**config.mk**
```make
export PLATFORM = sky130hd
export DESIGN_NAME = zero_servo_position_hold
export DESIGN_NICKNAME = d
export VERILOG_FILES = /design/src/core/zero_servo_pkg.sv /design/src/core/zero_servo_position_hold.sv
export SDC_FILE = /design/constraint.sdc
export NUM_CORES = 1
export LEC_CHECK = 0
export BUFFER_PORTS_ARGS = -buffer_cell sky130_fd_sc_hd__buf_2
export CAP_MARGIN = 30
export CORE_MARGIN = 1
export CORE_UTILIZATION = 63
export CTS_CLUSTER_SIZE = 16
export DETAILED_ROUTE_END_ITERATION = 10
export PLACE_DENSITY = 0.81
export SYNTH_ARGS = -nofsm -noshare
export SYNTH_HDL_FRONTEND = slang
export SYNTH_SLANG_ARGS = --single-unit
```
**constraint.sdc**
```tcl
create_clock -name clk_i -period 19.77 [get_ports clk_i]
set_input_delay 0 -clock clk_i [delete_from_list [all_inputs] [get_ports clk_i]]
set_output_delay 0 -clock clk_i [all_outputs]
set_load 0.005 [all_outputs]
```
**src/core/zero_servo_pkg.sv**
```systemverilog
package zero_servo_pkg;

    // ==========================================
    // function codes of programmable contacts
    localparam logic [7:0]  ZERO_SERVO_CMD_CODE = 8'h48;   // 72 decimal
    localparam logic [7:0]  ZERO_SERVO_END_CODE = 8'h21;   // 33 decimal
    localparam int          NUM_CONTACT_INPUTS  = 10;
    localparam int          NUM_CONTACT_OUTPUTS = 3;

    // ==========================================
    // settings, frequencies in 0.1 Hz units
    localparam int          FREQ_W              = 16;
    localparam logic [15:0] ZERO_SPEED_MAX      = 16'h0064;  // 10.0 Hz
    localparam logic [15:0] ZERO_SPEED_DEFAULT  = 16'h0005;  // 0.5 Hz
    localparam logic [6:0]  HOLD_GAIN_MAX       = 7'h64;     // 100
    localparam logic [6:0]  HOLD_GAIN_DEFAULT   = 7'h05;
    localparam logic [13:0] HOLD_WIDTH_DEFAULT  = 14'h000a;  // 10 edges
    localparam int          ENC_DECODE_FACTOR   = 4;

    // ==========================================
    // position datapath
    localparam int          POS_W               = 32;
    localparam int          EFFORT_W            = 16;
    localparam logic [15:0] EFFORT_MAX          = 16'h7fff;

    typedef enum logic [1:0] {
        ST_IDLE,
        ST_HOLD
    } zs_state_type;

endpackage

```
**src/core/zero_servo_position_hold.sv**
```systemverilog
`timescale 1ns/1ps
`default_nettype none

module zero_servo_position_hold (
    input  wire logic                                        clk_i,
    input  wire logic                                        arst_n_i,
    input  wire logic                                        run_i,
    input  wire logic [zero_servo_pkg::NUM_CONTACT_INPUTS-1:0]  contact_in_i,
    input  wire logic [zero_servo_pkg::NUM_CONTACT_INPUTS*8-1:0] input_func_i,
    input  wire logic [zero_servo_pkg::NUM_CONTACT_OUTPUTS*8-1:0] output_func_i,
    input  wire logic [15:0]                                 speed_ref_i,
    input  wire logic [15:0]                                 zero_speed_threshold_i,
    input  wire logic [15:0]                                 min_output_frequency_i,
    input  wire logic [6:0]                                  position_hold_gain_i,
    input  wire logic [13:0]                                 hold_complete_width_i,
    input  wire logic                                        enc_a_i,
    input  wire logic                                        enc_b_i,
    output var  logic                                        hold_active_o,
    output var  logic                                        hold_complete_o,
    output var  logic [zero_servo_pkg::NUM_CONTACT_OUTPUTS-1:0] contact_out_o,
    output var  logic signed [15:0]                          hold_effort_o,
    output var  logic signed [31:0]                          position_error_o
);
    import zero_servo_pkg::*;

    // ==========================================
    // helpers
    function automatic logic [POS_W-1:0] abs_val(input logic signed [POS_W-1:0] v);
        abs_val = v[POS_W-1] ? POS_W'(-v) : POS_W'(v);
    endfunction

    function automatic logic [15:0] clamp_u16(input logic [15:0] v, input logic [15:0] mx);
        clamp_u16 = (v > mx) ? mx : v;
    endfunction

    // ==========================================
    // settings, captured only while stopped
    logic [15:0] thr_reg,   thr_next;
    logic [6:0]  gain_reg,  gain_next;
    logic [13:0] width_reg, width_next;

    // trade-off: settings follow their inputs on every stopped cycle, so a
    // change made just before run is raised is still taken
    always_comb begin
        thr_next   = thr_reg;
        gain_next  = gain_reg;
        width_next = width_reg;
        if (!run_i) begin
            thr_next   = clamp_u16(zero_speed_threshold_i, ZERO_SPEED_MAX);
            gain_next  = (position_hold_gain_i > HOLD_GAIN_MAX) ? HOLD_GAIN_MAX
                                                                : position_hold_gain_i;
            width_next = hold_complete_width_i;
        end
    end

    always_ff @(posedge clk_i or negedge arst_n_i) begin
        if (!arst_n_i) begin
            thr_reg   <= ZERO_SPEED_DEFAULT;
            gain_reg  <= HOLD_GAIN_DEFAULT;
            width_reg <= HOLD_WIDTH_DEFAULT;
        end else begin
            thr_reg   <= thr_next;
            gain_reg  <= gain_next;
            width_reg <= width_next;
        end
    end

    // ==========================================
    // command decode and effective threshold
    logic        cmd;
    logic [15:0] eff_thr;

    always_comb begin
        cmd = 1'b0;
        for (int i = 0; i < NUM_CONTACT_INPUTS; i++) begin
            if (input_func_i[i*8 +: 8] == ZERO_SERVO_CMD_CODE && contact_in_i[i]) begin
                cmd = 1'b1;
            end
        end
        eff_thr = (thr_reg < min_output_frequency_i) ? min_output_frequency_i
                                                     : thr_reg;
    end

    // ==========================================
    // quadrature decode, one count per edge
    // limitation: encoder lines are taken as synchronous; a free-running
    // encoder needs a two-stage synchroniser in front of this block
    // count wraps at 32 bits; the error is taken modulo the same width,
    // so a wrap between latch and now still gives the right signed distance
    logic [1:0]       ab_reg,  ab_next;
    logic [POS_W-1:0] pos_reg, pos_next;

    always_comb begin
        ab_next  = {enc_a_i, enc_b_i};
        pos_next = pos_reg;
        // gray sequence 00-01-11-10 forward; double steps ignored as glitches
        case ({ab_reg, ab_next})
            4'b0001, 4'b0111, 4'b1110, 4'b1000: pos_next = pos_reg + 32'h0000_0001;
            4'b0010, 4'b1011, 4'b1101, 4'b0100: pos_next = pos_reg - 32'h0000_0001;
            default:                            pos_next = pos_reg;
        endcase
    end

    always_ff @(posedge clk_i or negedge arst_n_i) begin
        if (!arst_n_i) begin
            ab_reg  <= 2'b00;
            pos_reg <= 32'h0000_0000;
        end else begin
            ab_reg  <= ab_next;
            pos_reg <= pos_next;
        end
    end

    // ==========================================
    // hold state machine and position loop
    zs_state_type       state_reg,    state_next;
    logic [POS_W-1:0]   ref_reg,      ref_next;
    logic signed [31:0] err_reg,      err_next;
    logic signed [15:0] effort_reg,   effort_next;
    logic               complete_reg, complete_next;
    logic [NUM_CONTACT_OUTPUTS-1:0] cout_reg, cout_next;
    logic               active_reg,   active_next;

    always_comb begin
        logic signed [POS_W-1:0] err;
        logic signed [47:0]      prod;
        logic                    in_hold;
        err           = '0;
        prod          = '0;
        in_hold       = 1'b0;
        state_next    = state_reg;
        ref_next      = ref_reg;
        case (state_reg)
            ST_IDLE: begin
                // strict compares: a reference equal to the threshold neither
                // enters nor leaves, one step of hysteresis
                if (run_i && cmd && speed_ref_i < eff_thr) begin
                    state_next = ST_HOLD;
                    ref_next   = pos_reg;
                end
            end
            ST_HOLD: begin
                // stop of output ends hold as well
                if (!run_i || !cmd || speed_ref_i > eff_thr) begin
                    state_next = ST_IDLE;
                end
            end
            default: state_next = ST_IDLE;
        endcase
        in_hold = (state_next == ST_HOLD);
        // registered copy of the state, so the status pin is a plain flop
        active_next = in_hold;
        err     = $signed(ref_next) - $signed(pos_reg);
        // restoring effort toward the held position, saturated
        // gain of zero leaves the loop open while the window flag still tracks
        prod    = 48'(err) * $signed({41'd0, gain_reg});
        if (!in_hold) begin
            effort_next = '0;
        end else if (prod > $signed(48'(EFFORT_MAX))) begin
            effort_next = $signed(EFFORT_MAX);
        end else if (prod < -$signed(48'(EFFORT_MAX))) begin
            effort_next = -$signed(EFFORT_MAX);
        end else begin
            effort_next = prod[15:0];
        end
        err_next      = in_hold ? err : '0;
        complete_next = in_hold && cmd
                        && abs_val(err) <= {18'd0, width_reg};
        for (int j = 0; j < NUM_CONTACT_OUTPUTS; j++) begin
            cout_next[j] = (output_func_i[j*8 +: 8] == ZERO_SERVO_END_CODE)
                           && complete_next;
        end
    end

    always_ff @(posedge clk_i or negedge arst_n_i) begin
        if (!arst_n_i) begin
            state_reg    <= ST_IDLE;
            ref_reg      <= 32'h0000_0000;
            err_reg      <= 32'sh0000_0000;
            effort_reg   <= 16'sh0000;
            complete_reg <= 1'b0;
            cout_reg     <= '0;
            active_reg   <= 1'b0;
        end else begin
            state_reg    <= state_next;
            ref_reg      <= ref_next;
            err_reg      <= err_next;
            effort_reg   <= effort_next;
            complete_reg <= complete_next;
            cout_reg     <= cout_next;
            active_reg   <= active_next;
        end
    end

    // ==========================================
    // outputs
    // every output leaves straight from a register, so a contact or drive
    // stage downstream never sees glitches from the state compare
    assign hold_active_o    = active_reg;
    assign hold_complete_o  = complete_reg;
    assign contact_out_o    = cout_reg;
    assign hold_effort_o    = effort_reg;
    assign position_error_o = err_reg;

endmodule // zero_servo_position_hold

`default_nettype wire

```
# ---- After elaboration in Yosys (flattened, before gate mapping)
# Cells that the tools add are included.
dict set report word_totals {
  elab_cells 97
  input_bits 188
  output_inout_bits 53
  register_bits 158
}
dict set report classes {
  n_reduce_logical 25
  mux 24
  add_sub_neg 4
  n_eq_ne 23
  order_cmp 8
  mul 1
}
# op n
set ops {}
lappend ops {{$mux 32} 4}
lappend ops {{$eq 8x7->1 const B} 10}
lappend ops {{$mux 16} 5}
lappend ops {{$pmux 32 s2} 1}
lappend ops {{$gt 40x16->1 const B} 1}
lappend ops {{$lt 40x16->1 const B} 1}
lappend ops {{$mul 32x8->40} 1}
lappend ops {{$add 32x1->32 const B} 1}
lappend ops {{$le 32x14->1} 1}
lappend ops {{$lt 16x16->1} 2}
lappend ops {{$neg 32->32} 1}
lappend ops {{$sub 32x1->32 const B} 1}
lappend ops {{$sub 32x32->32} 1}
lappend ops {{$eq 8x6->1 const B} 3}
lappend ops {{$logic_and 1x1->1} 17}
lappend ops {{$eq 4x4->1 const B} 4}
lappend ops {{$gt 16x16->1} 1}
lappend ops {{$gt 16x7->1 const B} 1}
lappend ops {{$mux 1} 10}
lappend ops {{$eq 4x3->1 const B} 2}
lappend ops {{$reduce_or 4->1} 2}
lappend ops {{$gt 7x7->1 const B} 1}
lappend ops {{$mux 7} 1}
lappend ops {{$eq 2x1->1 const B} 2}
lappend ops {{8 further kinds} 11}

# ---- Logic depth before layout (Yosys ltp)
# Gate-level depths: netlist (run 1).
dict set report depth {
  ltp_word 22
  mapped_depth 55
  ltp_nobuf 51
}

# ---- Worst setup path before layout (run 1)
# Ideal clock, no wire load.
dict set report synth_timing {
  path_kind {register -> register}
  from {register thr_reg[1]}
  to {register effort_reg[10], in the netlist hold_effort_o[10]}
  t_arrival_ps 12550
  t_required_ps 19640
  slack_ps 7089
  path_stages_with_launch 52
  path_buffers 6
  setup_time_ps 130
  period_less_slack_ps 12681
  path_cell_list {dfrtp_1 -> ha_1 -> a21o_1 -> a21o_1 -> a21o_1 -> a21o_1 -> a21o_1 -> a21o_1 -> a21o_1 -> a21oi_1 -> o211ai_1 -> a31oi_1 -> clkbuf_1 -> mux2i_1 -> ha_1 -> a21o_1 -> a21oi_1 -> o2111a_1 -> [16 not listed] -> inv_1 -> fa_1 -> inv_1 -> ha_1 -> clkbuf_1 -> a41o_1 -> a21o_1 -> a221o_1 -> a21o_1 -> or3_1 -> a2111oi_0 -> or4b_1 -> and4bb_1 -> nand4_1 -> o31ai_1 -> or2_2 -> buf_4 -> o21ai_1}
}
dict set report synth_via {
  elab_chain_cells 12
  word_cells_on_any_way 19
  classes_between {add/sub (1); mul (1); order compare (5); eq/ne (1); mux (9); reduce/logical (2)}
}
# element line_no
set synth_rtl {}
lappend synth_rtl {{start, declared} zero_servo_position_hold.sv:38} ;# logic [15:0] thr_reg, thr_next;
lappend synth_rtl {{start signal, assigned} zero_servo_position_hold.sv:62} ;# thr_reg <= thr_next;
lappend synth_rtl {{$lt 16x16->1} zero_servo_position_hold.sv:80} ;# eff_thr = (thr_reg < min_output_frequency_i) ? min_output_frequency_i
lappend synth_rtl {{$mux 16 *} zero_servo_position_hold.sv:80}
lappend synth_rtl {{$lt 16x16->1 *} zero_servo_position_hold.sv:137} ;# if (run_i && cmd && speed_ref_i < eff_thr) begin
lappend synth_rtl {{$logic_and 1x1->1 *} zero_servo_position_hold.sv:137}
lappend synth_rtl {{$mux 32 *} zero_servo_position_hold.sv:137}
lappend synth_rtl {{$mux 32 *} zero_servo_position_hold.sv:133} ;# case (state_reg)
lappend synth_rtl {{named net ref_next[6]} zero_servo_position_hold.sv:117} ;# logic [POS_W-1:0] ref_reg, ref_next;
lappend synth_rtl {{$sub 32x32->32 *} zero_servo_position_hold.sv:153} ;# err = $signed(ref_next) - $signed(pos_reg);
lappend synth_rtl {{$mul 32x8->40 *} zero_servo_position_hold.sv:156} ;# prod = 48'(err) * $signed({41'd0, gain_reg});
lappend synth_rtl {{$lt 40x16->1} zero_servo_position_hold.sv:161} ;# end else if (prod < -$signed(48'(EFFORT_MAX))) begin
lappend synth_rtl {{$mux 16} zero_servo_position_hold.sv:161}
lappend synth_rtl {{$mux 16 *} zero_servo_position_hold.sv:159} ;# end else if (prod > $signed(48'(EFFORT_MAX))) begin
lappend synth_rtl {{$mux 16 *} zero_servo_position_hold.sv:157} ;# if (!in_hold) begin
lappend synth_rtl {{named net effort_next[10]} zero_servo_position_hold.sv:119} ;# logic signed [15:0] effort_reg, effort_next;
lappend synth_rtl {{end signal, assigned} zero_servo_position_hold.sv:188} ;# effort_reg <= effort_next;
lappend synth_rtl {{end, declared} zero_servo_position_hold.sv:119}
# Mark *: on every way through the listed nets, which the timed path passes. The rest lies on a longest branch.
# A chain may end at the register's enable or synchronous reset.

# ---- Worst setup path after layout (run 1)
dict set report layout_timing {
  from {register thr_reg[1]}
  to {register effort_reg[3], in the netlist hold_effort_o[3]}
}
dict set report layout_via {
  elab_chain_cells 12
  word_cells_on_any_way 19
  classes_between {add/sub (1); mul (1); order compare (5); eq/ne (1); mux (9); reduce/logical (2)}
}
# element line_no
set layout_rtl {}
lappend layout_rtl {{$lt 16x16->1} zero_servo_position_hold.sv:80}
lappend layout_rtl {{$mux 16 *} zero_servo_position_hold.sv:80}
lappend layout_rtl {{$lt 16x16->1} zero_servo_position_hold.sv:137}
lappend layout_rtl {{$logic_and 1x1->1} zero_servo_position_hold.sv:137}
lappend layout_rtl {{$mux 32} zero_servo_position_hold.sv:137}
lappend layout_rtl {{$mux 32} zero_servo_position_hold.sv:133}
lappend layout_rtl {{$sub 32x32->32} zero_servo_position_hold.sv:153}
lappend layout_rtl {{$mul 32x8->40} zero_servo_position_hold.sv:156}
lappend layout_rtl {{$lt 40x16->1} zero_servo_position_hold.sv:161}
lappend layout_rtl {{$mux 16} zero_servo_position_hold.sv:161}
lappend layout_rtl {{$mux 16} zero_servo_position_hold.sv:159}
lappend layout_rtl {{$mux 16 *} zero_servo_position_hold.sv:157}
lappend layout_rtl {{named net effort_next[3]} zero_servo_position_hold.sv:119}
# Marked as above.

==> summary.txt, run 1 <==
Logic synthesis
  – EDFF count, synth: 0
  – Prevailing post-synth register cell: dfrtp_1
  – Synthesis Warnings: 0
  – Top cells by area, synth: dfrtp_1 19%, fa_1 17%, ha_1 12%
  – Top cell type's share of synthesized area: 0.1872
  – Mapped Cells: 2342
  – Post-synth top cells: 321 x inv_1, 188 x ha_1, 170 x and2_1
  – FFs w/ async S/R, synth: 1.000
  – Synth Area per Inst: 8.674 sq um
  – Post-synthesis cell type count: 96
  – Count leader, synth: inv_1
  – Syn nets: 2886
  – Syn Std Cell Area: 0.02031 sq mm
  – Largest area contributor in the netlist: dfrtp_1
  – #FFs+latches synth: 158
  – Sequential area share after synthesis: 0.1950

Clock network
  – CTS Buf Count: 17
  – Clock root buffer: clkbuf_16
  – CTS sink count: 158
  – CTS resizes: 0
  – Quantity of hold-fixing buffers added after cts: 42
  – Post-CTS Setup Repair Bufs: 0
  – Clock buffer depth: 2
  – Worst-skew pair later-pin latency: 0.46 ns
  – CTS tree: yes
  – H-tree depth: 4
  – Worst-path clk slew: 0.07 ns

GRT
  – First-pass GRT wire length: 92.56 mm
  – Gr ovfl total: 0
  – Initial antenna violation count: 6
  – Vias in the first global route: 18560
  – Total track usage: 0.3523
  – Pin count of the biggest net entering global routing: 78

Die
  – Num rows: 65
  – Core Footprint: 0.03164 sq mm
  – Ports: 241
  – Starting Density: 0.6421
  – Die Area: 0.03297 sq mm
  – Die X-Extent: 181.6 um
  – Overall die height: 181.6 um

Timing
  – Setup TNS: 0 ns
  – Min Tclk post-route: 14.09 ns
  – Worst Tran Pin Value: 1.056 ns
  – Final worst slack: 5.680 ns
  – Clock skew: 0.01789 ns
  – Final Max Slew Viols: 0
  – Unrepaired setup endpoints after global routing: no
  – Fmax: 70.97 MHz
  – Setup violations, final: 0
  – Final number of hold-violating endpoints: 0
  – Max_slew headroom: 0.2934
  – Final period utilization: 0.7127

Worst hold path
  – Hold crit path type: input pin to flop
  – Cells on Worst Hold Path: 5
  – Hold endpoint: thr_reg[0]
  – HP Start: zero_speed_threshold_i[7]

Placed design
  – RD Place Congestion: 0.9834
  – Cells after DPL: 2908
  – Post-placement worst setup slack: 6.031 ns
  – Number of buffers added on ports: 240
  – Dpl hpwl: 42.59 mm
  – DP Area: 0.02180 sq mm

Setup path
  – CP max FO: 33
  – Critical path launch point type: flop
  – CP Capture Type: flop
  – Crit Path Class: flop to flop
  – Slowest stage delay, CP: 0.73 ns
  – Slowest cell on the critical path: xnor2_1
  – CP Buf/Inv Count: 3
  – Worst R2R Path Depth: 48
  – Most used cell, CP: a21o_1
  – Flop-to-flop setup slack: 5.68 ns
  – Crit path arrival time: 14.40 ns
  – Worst r2r src: thr_reg[1]
  – Family with the most delay on the worst path: compound AO/OA/AOI/OAI gates
  – Critical Path RT: 20.08 ns
  – Reg-to-reg endpoint: hold_effort_o[3]

Drt
  – Via count: 18060
  – Routed len/inst: 18.71 um
  – DRT antenna net count: 0
  – Pre-Repair DR Iteration Count: 8
  – Vias per cell: 6.039
  – Routed Wire Length: 55.97 mm
  – Initial DRC Count: 1059
  – DRC viols: 0

Final layout
  – # fillers: 2429
  – Seq. cell area: 0.003961 sq mm
  – Area of the multi-input gates: 0.01474 sq mm
  – Fraction of layout cells with a size suffix above 1: 0.1567
  – Area Growth Syn to Fin: 12.85%
  – Fin area: 0.02293 sq mm
  – Post-Layout Cell Count: 2991
  – Layout Nets: 3115

Outcome
  – Status: complete, no violations

Flow run
  – Max-cap violation count: 0
## layout by cell type (no fill, tap or decap), types with 12 or more instances in the layout
cell type	count
inv_1	321
buf_2	239
ha_1	188
and2_1	170
fa_1	168
nand2_1	153
dfrtp_1	152
a21oi_1	123
nor2_1	116
o21ai_0	103
xnor2_1	54
mux2_2	52
a21o_1	46
nor3_1	45
nand3_1	42
dlygate4sd3_1	42
nor2b_1	40
and3_1	40
xor2_1	36
nand4_1	23
a211oi_1	21
mux2i_1	20
o21a_1	20
buf_4	20
nand2b_1	18
clkbuf_16	17
or3_1	16
a31oi_1	16
o211ai_1	16
nor4_1	15
or2_2	15
o21ai_1	12
## metrics by stage
step / hold WS [ns] / util
after floorplan: -0.2956 / -
after global placement: 0.07241 / 0.6876
after detailed placement: 0.08442 / 0.6892
after CTS: 0.08977 / 0.7221
after global routing: 0.1557 / 0.7247
final: 0.1263 / 0.7247
## layer usage
metal  part of all wire  vias to the layer above  track usage  wire length [um]
li1                   -                     8443            -                 -
met2               0.48                      664       0.5966             26770
met3              0.070                      149      0.06919              3906
met5            0.00030                        -            0                17
met1               0.41                     8805       0.4269             22860
met4              0.043                        2       0.1820              2409
## cell type report
class / count / share of cell area
repair buffers: 307 / 0.08203
diodes: 5 / 0.0005458
inverters: 321 / 0.05256
clock inverters: 13 / 0.007750
clock buffers: 19 / 0.01932
well taps: 402 / 0.02194
flip-flops and latches: 158 / 0.1728
multi-input cells: 1766 / 0.6431
## how the worst max path moves through the flow
stage | cells after the start | from | to
6_report | 48 | thr_reg[1] | hold_effort_o[3]
4_1_cts | 48 | thr_reg[1] | hold_effort_o[3]
2_1_floorplan | 51 | thr_reg[1] | hold_effort_o[10]
5_1_grt | 48 | thr_reg[1] | hold_effort_o[3]
3_3_place_gp | 48 | thr_reg[1] | hold_effort_o[3]
3_5_place_dp | 48 | thr_reg[1] | hold_effort_o[3]
## logic make-up (layout without fill, tap and decap cells)
logic type               after synthesis  after routing  share of synthesized area
adder cells (fa/ha/maj)              356            356                     0.2814
AND/OR/NAND/NOR                      757            757                     0.2037
other                                  1              6                  0.0001846
multiplexers                          72             72                    0.03868
XOR/XNOR                              91             91                    0.03960
AO/OA/AOI/OAI                        489            489                     0.1613
buffers and inverters                418            660                    0.08019
flip-flops                           158            158                     0.1950
## worst min-delay path: stages
cell and delay, ns:
buf_2 0.08, nor2_1 0.03, nand3_1 0.10, a31oi_1 0.13, a22o_1 0.24
Power of run 1 is not shown: default switching activity piles up to over one toggle a cycle in this logic, so the estimate is an artifact.
==> inputs of run 2 (changes only) <==
--- a/config.mk
+++ b/config.mk
@@ -8,10 +8,10 @@
 export BUFFER_PORTS_ARGS = -buffer_cell sky130_fd_sc_hd__buf_2
 export CAP_MARGIN = 30
 export CORE_MARGIN = 1
-export CORE_UTILIZATION = 63
+export CORE_UTILIZATION = 55
 export CTS_CLUSTER_SIZE = 16
 export DETAILED_ROUTE_END_ITERATION = 10
-export PLACE_DENSITY = 0.81
+export PLACE_DENSITY = 0.75
 export SYNTH_ARGS = -nofsm -noshare
 export SYNTH_HDL_FRONTEND = slang
 export SYNTH_SLANG_ARGS = --single-unit
==> constraint.sdc (replaced) <==
create_clock -name clk_i -period 12.77 [get_ports clk_i]
set_input_delay 0 -clock clk_i [delete_from_list [all_inputs] [get_ports clk_i]]
set_output_delay 0 -clock clk_i [all_outputs]
set_load 0.005 [all_outputs]
==> run 2 against run 1 <==
- cell count increased by 4.9%
- wire length grew 0.12%
- final area up 4.5%
- utilization fell by 6.7 points
- critical path depth unchanged
- fmax up 15%
==> summary.txt, run 2 (synthesis gave the netlist of run 1 again) <==
Outcome
  – Status: complete, no violations

Timing
  – Final worst slack: 0.5437 ns
  – Final number of hold-violating endpoints: 0
  – Final period utilization: 0.9574
  – Fmax: 81.79 MHz
  – Min Tclk post-route: 12.23 ns
  – Clock skew: 0.02410 ns
  – Final Max Slew Viols: 0
  – Max_slew headroom: 0.3665
  – Setup violations, final: 0
  – Setup TNS: 0 ns
  – Worst Tran Pin Value: 0.9484 ns

Final layout
  – # fillers: 2979
  – Seq. cell area: 0.003961 sq mm
  – Layout Nets: 3199
  – Fraction of layout cells with a size suffix above 1: 0.2039
  – Commonest non-fill, non-tap cell in the layout: inv_1
  – Area Growth Syn to Fin: 17.94%
  – Commonest cells after routing, fill and taps aside: 321 x inv_1, 239 x buf_2, 182 x ha_1
  – Area of the multi-input gates: 0.01509 sq mm

Clock network
  – Clock buffer depth: 2
  – CTS tree: yes
  – CTS sink count: 158
  – Worst-path clk slew: 0.07 ns
  – H-tree depth: 4
  – CTS Buf Count: 17
  – Clock root buffer: clkbuf_16
  – Worst-skew pair later-pin latency: 0.46 ns

GRT
  – Total track usage: 0.3040
  – Vias in the first global route: 18640
  – Pin count of the biggest net entering global routing: 95
  – Initial antenna violation count: 2
  – First-pass GRT wire length: 92.78 mm
  – Gr ovfl total: 0

Worst hold path
  – Hold crit path type: input pin to flop
  – HP Start: zero_speed_threshold_i[7]

Die
  – Core Footprint: 0.03643 sq mm
  – Num rows: 70
  – Ports: 241
  – Starting Density: 0.5576
  – Die Area: 0.03771 sq mm
  – Overall die height: 194.2 um
  – Die X-Extent: 194.2 um

Setup path
  – Crit. Startpoint: thr_reg[1]
  – Slowest cell on the critical path: fa_1
  – Slowest stage delay, CP: 0.55 ns
  – Crit Path Class: flop to flop
  – CP max FO: 15
  – Most used cell, CP: a21o_1
  – Family with the most delay on the worst path: compound AO/OA/AOI/OAI gates
  – Critical Path RT: 13.09 ns
  – CP Capture Type: flop
  – Crit path arrival time: 12.55 ns
  – CP Buf/Inv Count: 6
  – Critical path launch point type: flop
  – Worst r2r src: thr_reg[1]

Drt
  – Routed len/inst: 17.86 um
  – Routed Wire Length: 56.03 mm
  – Via count: 18160
  – Vias per cell: 5.790
  – DRT antenna net count: 0
  – DRC viols: 0
  – Initial DRC Count: 1059
  – Pre-Repair DR Iteration Count: 6

Placed design
  – RD Place Congestion: 0.9916
  – Dpl hpwl: 43.49 mm
  – Post-placement worst setup slack: -0.1118 ns
  – Number of buffers added on ports: 240

Flow run
  – Max-cap violation count: 0
-- run 2: changes by cell type in the layout (fill, tap and decap cells not counted), sizes merged --
cell	change
bufinv	-2
or2	+1
buf	+83
diode	-4
clkinv	+3
clkbuf	-1
-- run 2: worst paths after layout --
check                                       end  slack, ns  cells past startpoint
setup / recovery               hold_effort_o[2]       0.54                     48
hold / removal                       thr_reg[2]       0.09                      5
setup reg to reg               hold_effort_o[2]       0.54                     48
hold reg to reg                     ref_reg[29]       0.50                      1
max in group asynchronous      hold_effort_o[5]      11.18                      3
min in group asynchronous  position_error_o[21]       0.23                      2
-- run 2: repair_timing --
item | 4_1_cts | 5_1_grt
hold buffers | 42 | 0
endpoints found under the hold margin | 125 | 0
resized for setup | 8 | 78
setup buffers | 2 | 25
cloned | 0 | 2
endpoints found under the setup margin | 14 | 17
pin swaps | 1 | 23
-- run 2: worst reg2reg max path, delay by kind of cell, from the launching register on --
family	cells	cell delay [ns]
adder cells (fa/ha/maj)	8	3.15
multiplexers	2	0.58
AND/OR/NAND/NOR	12	3.44
flip-flops	1	0.40
buffers and inverters	6	0.78
AO/OA/AOI/OAI	20	3.70
-- run 2: per-stage QoR --
stage / util / hold slack (ns) / instance area [sq um] / std cells
2_1_floorplan: - / -0.2956 / 20310 / 2342
3_3_place_gp: 0.6122 / 0.1348 / 22310 / 3030
3_5_place_dp: 0.6137 / 0.1412 / 22360 / 3032
4_1_cts: 0.6423 / 0.06209 / 23400 / 3108
5_1_grt: 0.6576 / 0.1075 / 23960 / 3137
6_report: 0.6576 / 0.08750 / 23960 / 3137
-- run 2: metal layers --
metal  track usage  routed length, um
met1        0.3781              23590
met5             0                  0
met4        0.1079               1681
met3       0.04105               3052
met2        0.5388              27710
-- run 2: layout make-up --
type	instances	share of cell area
tap	468	0.02444
clock buffer	18	0.01833
antenna	1	0.0001044
multi-input combinational	1767	0.6299
timing repair buffer	390	0.1061
sequential	158	0.1653
inverter	321	0.05029
clock inverter	14	0.005536
Power of run 2 is left out for the same reason.
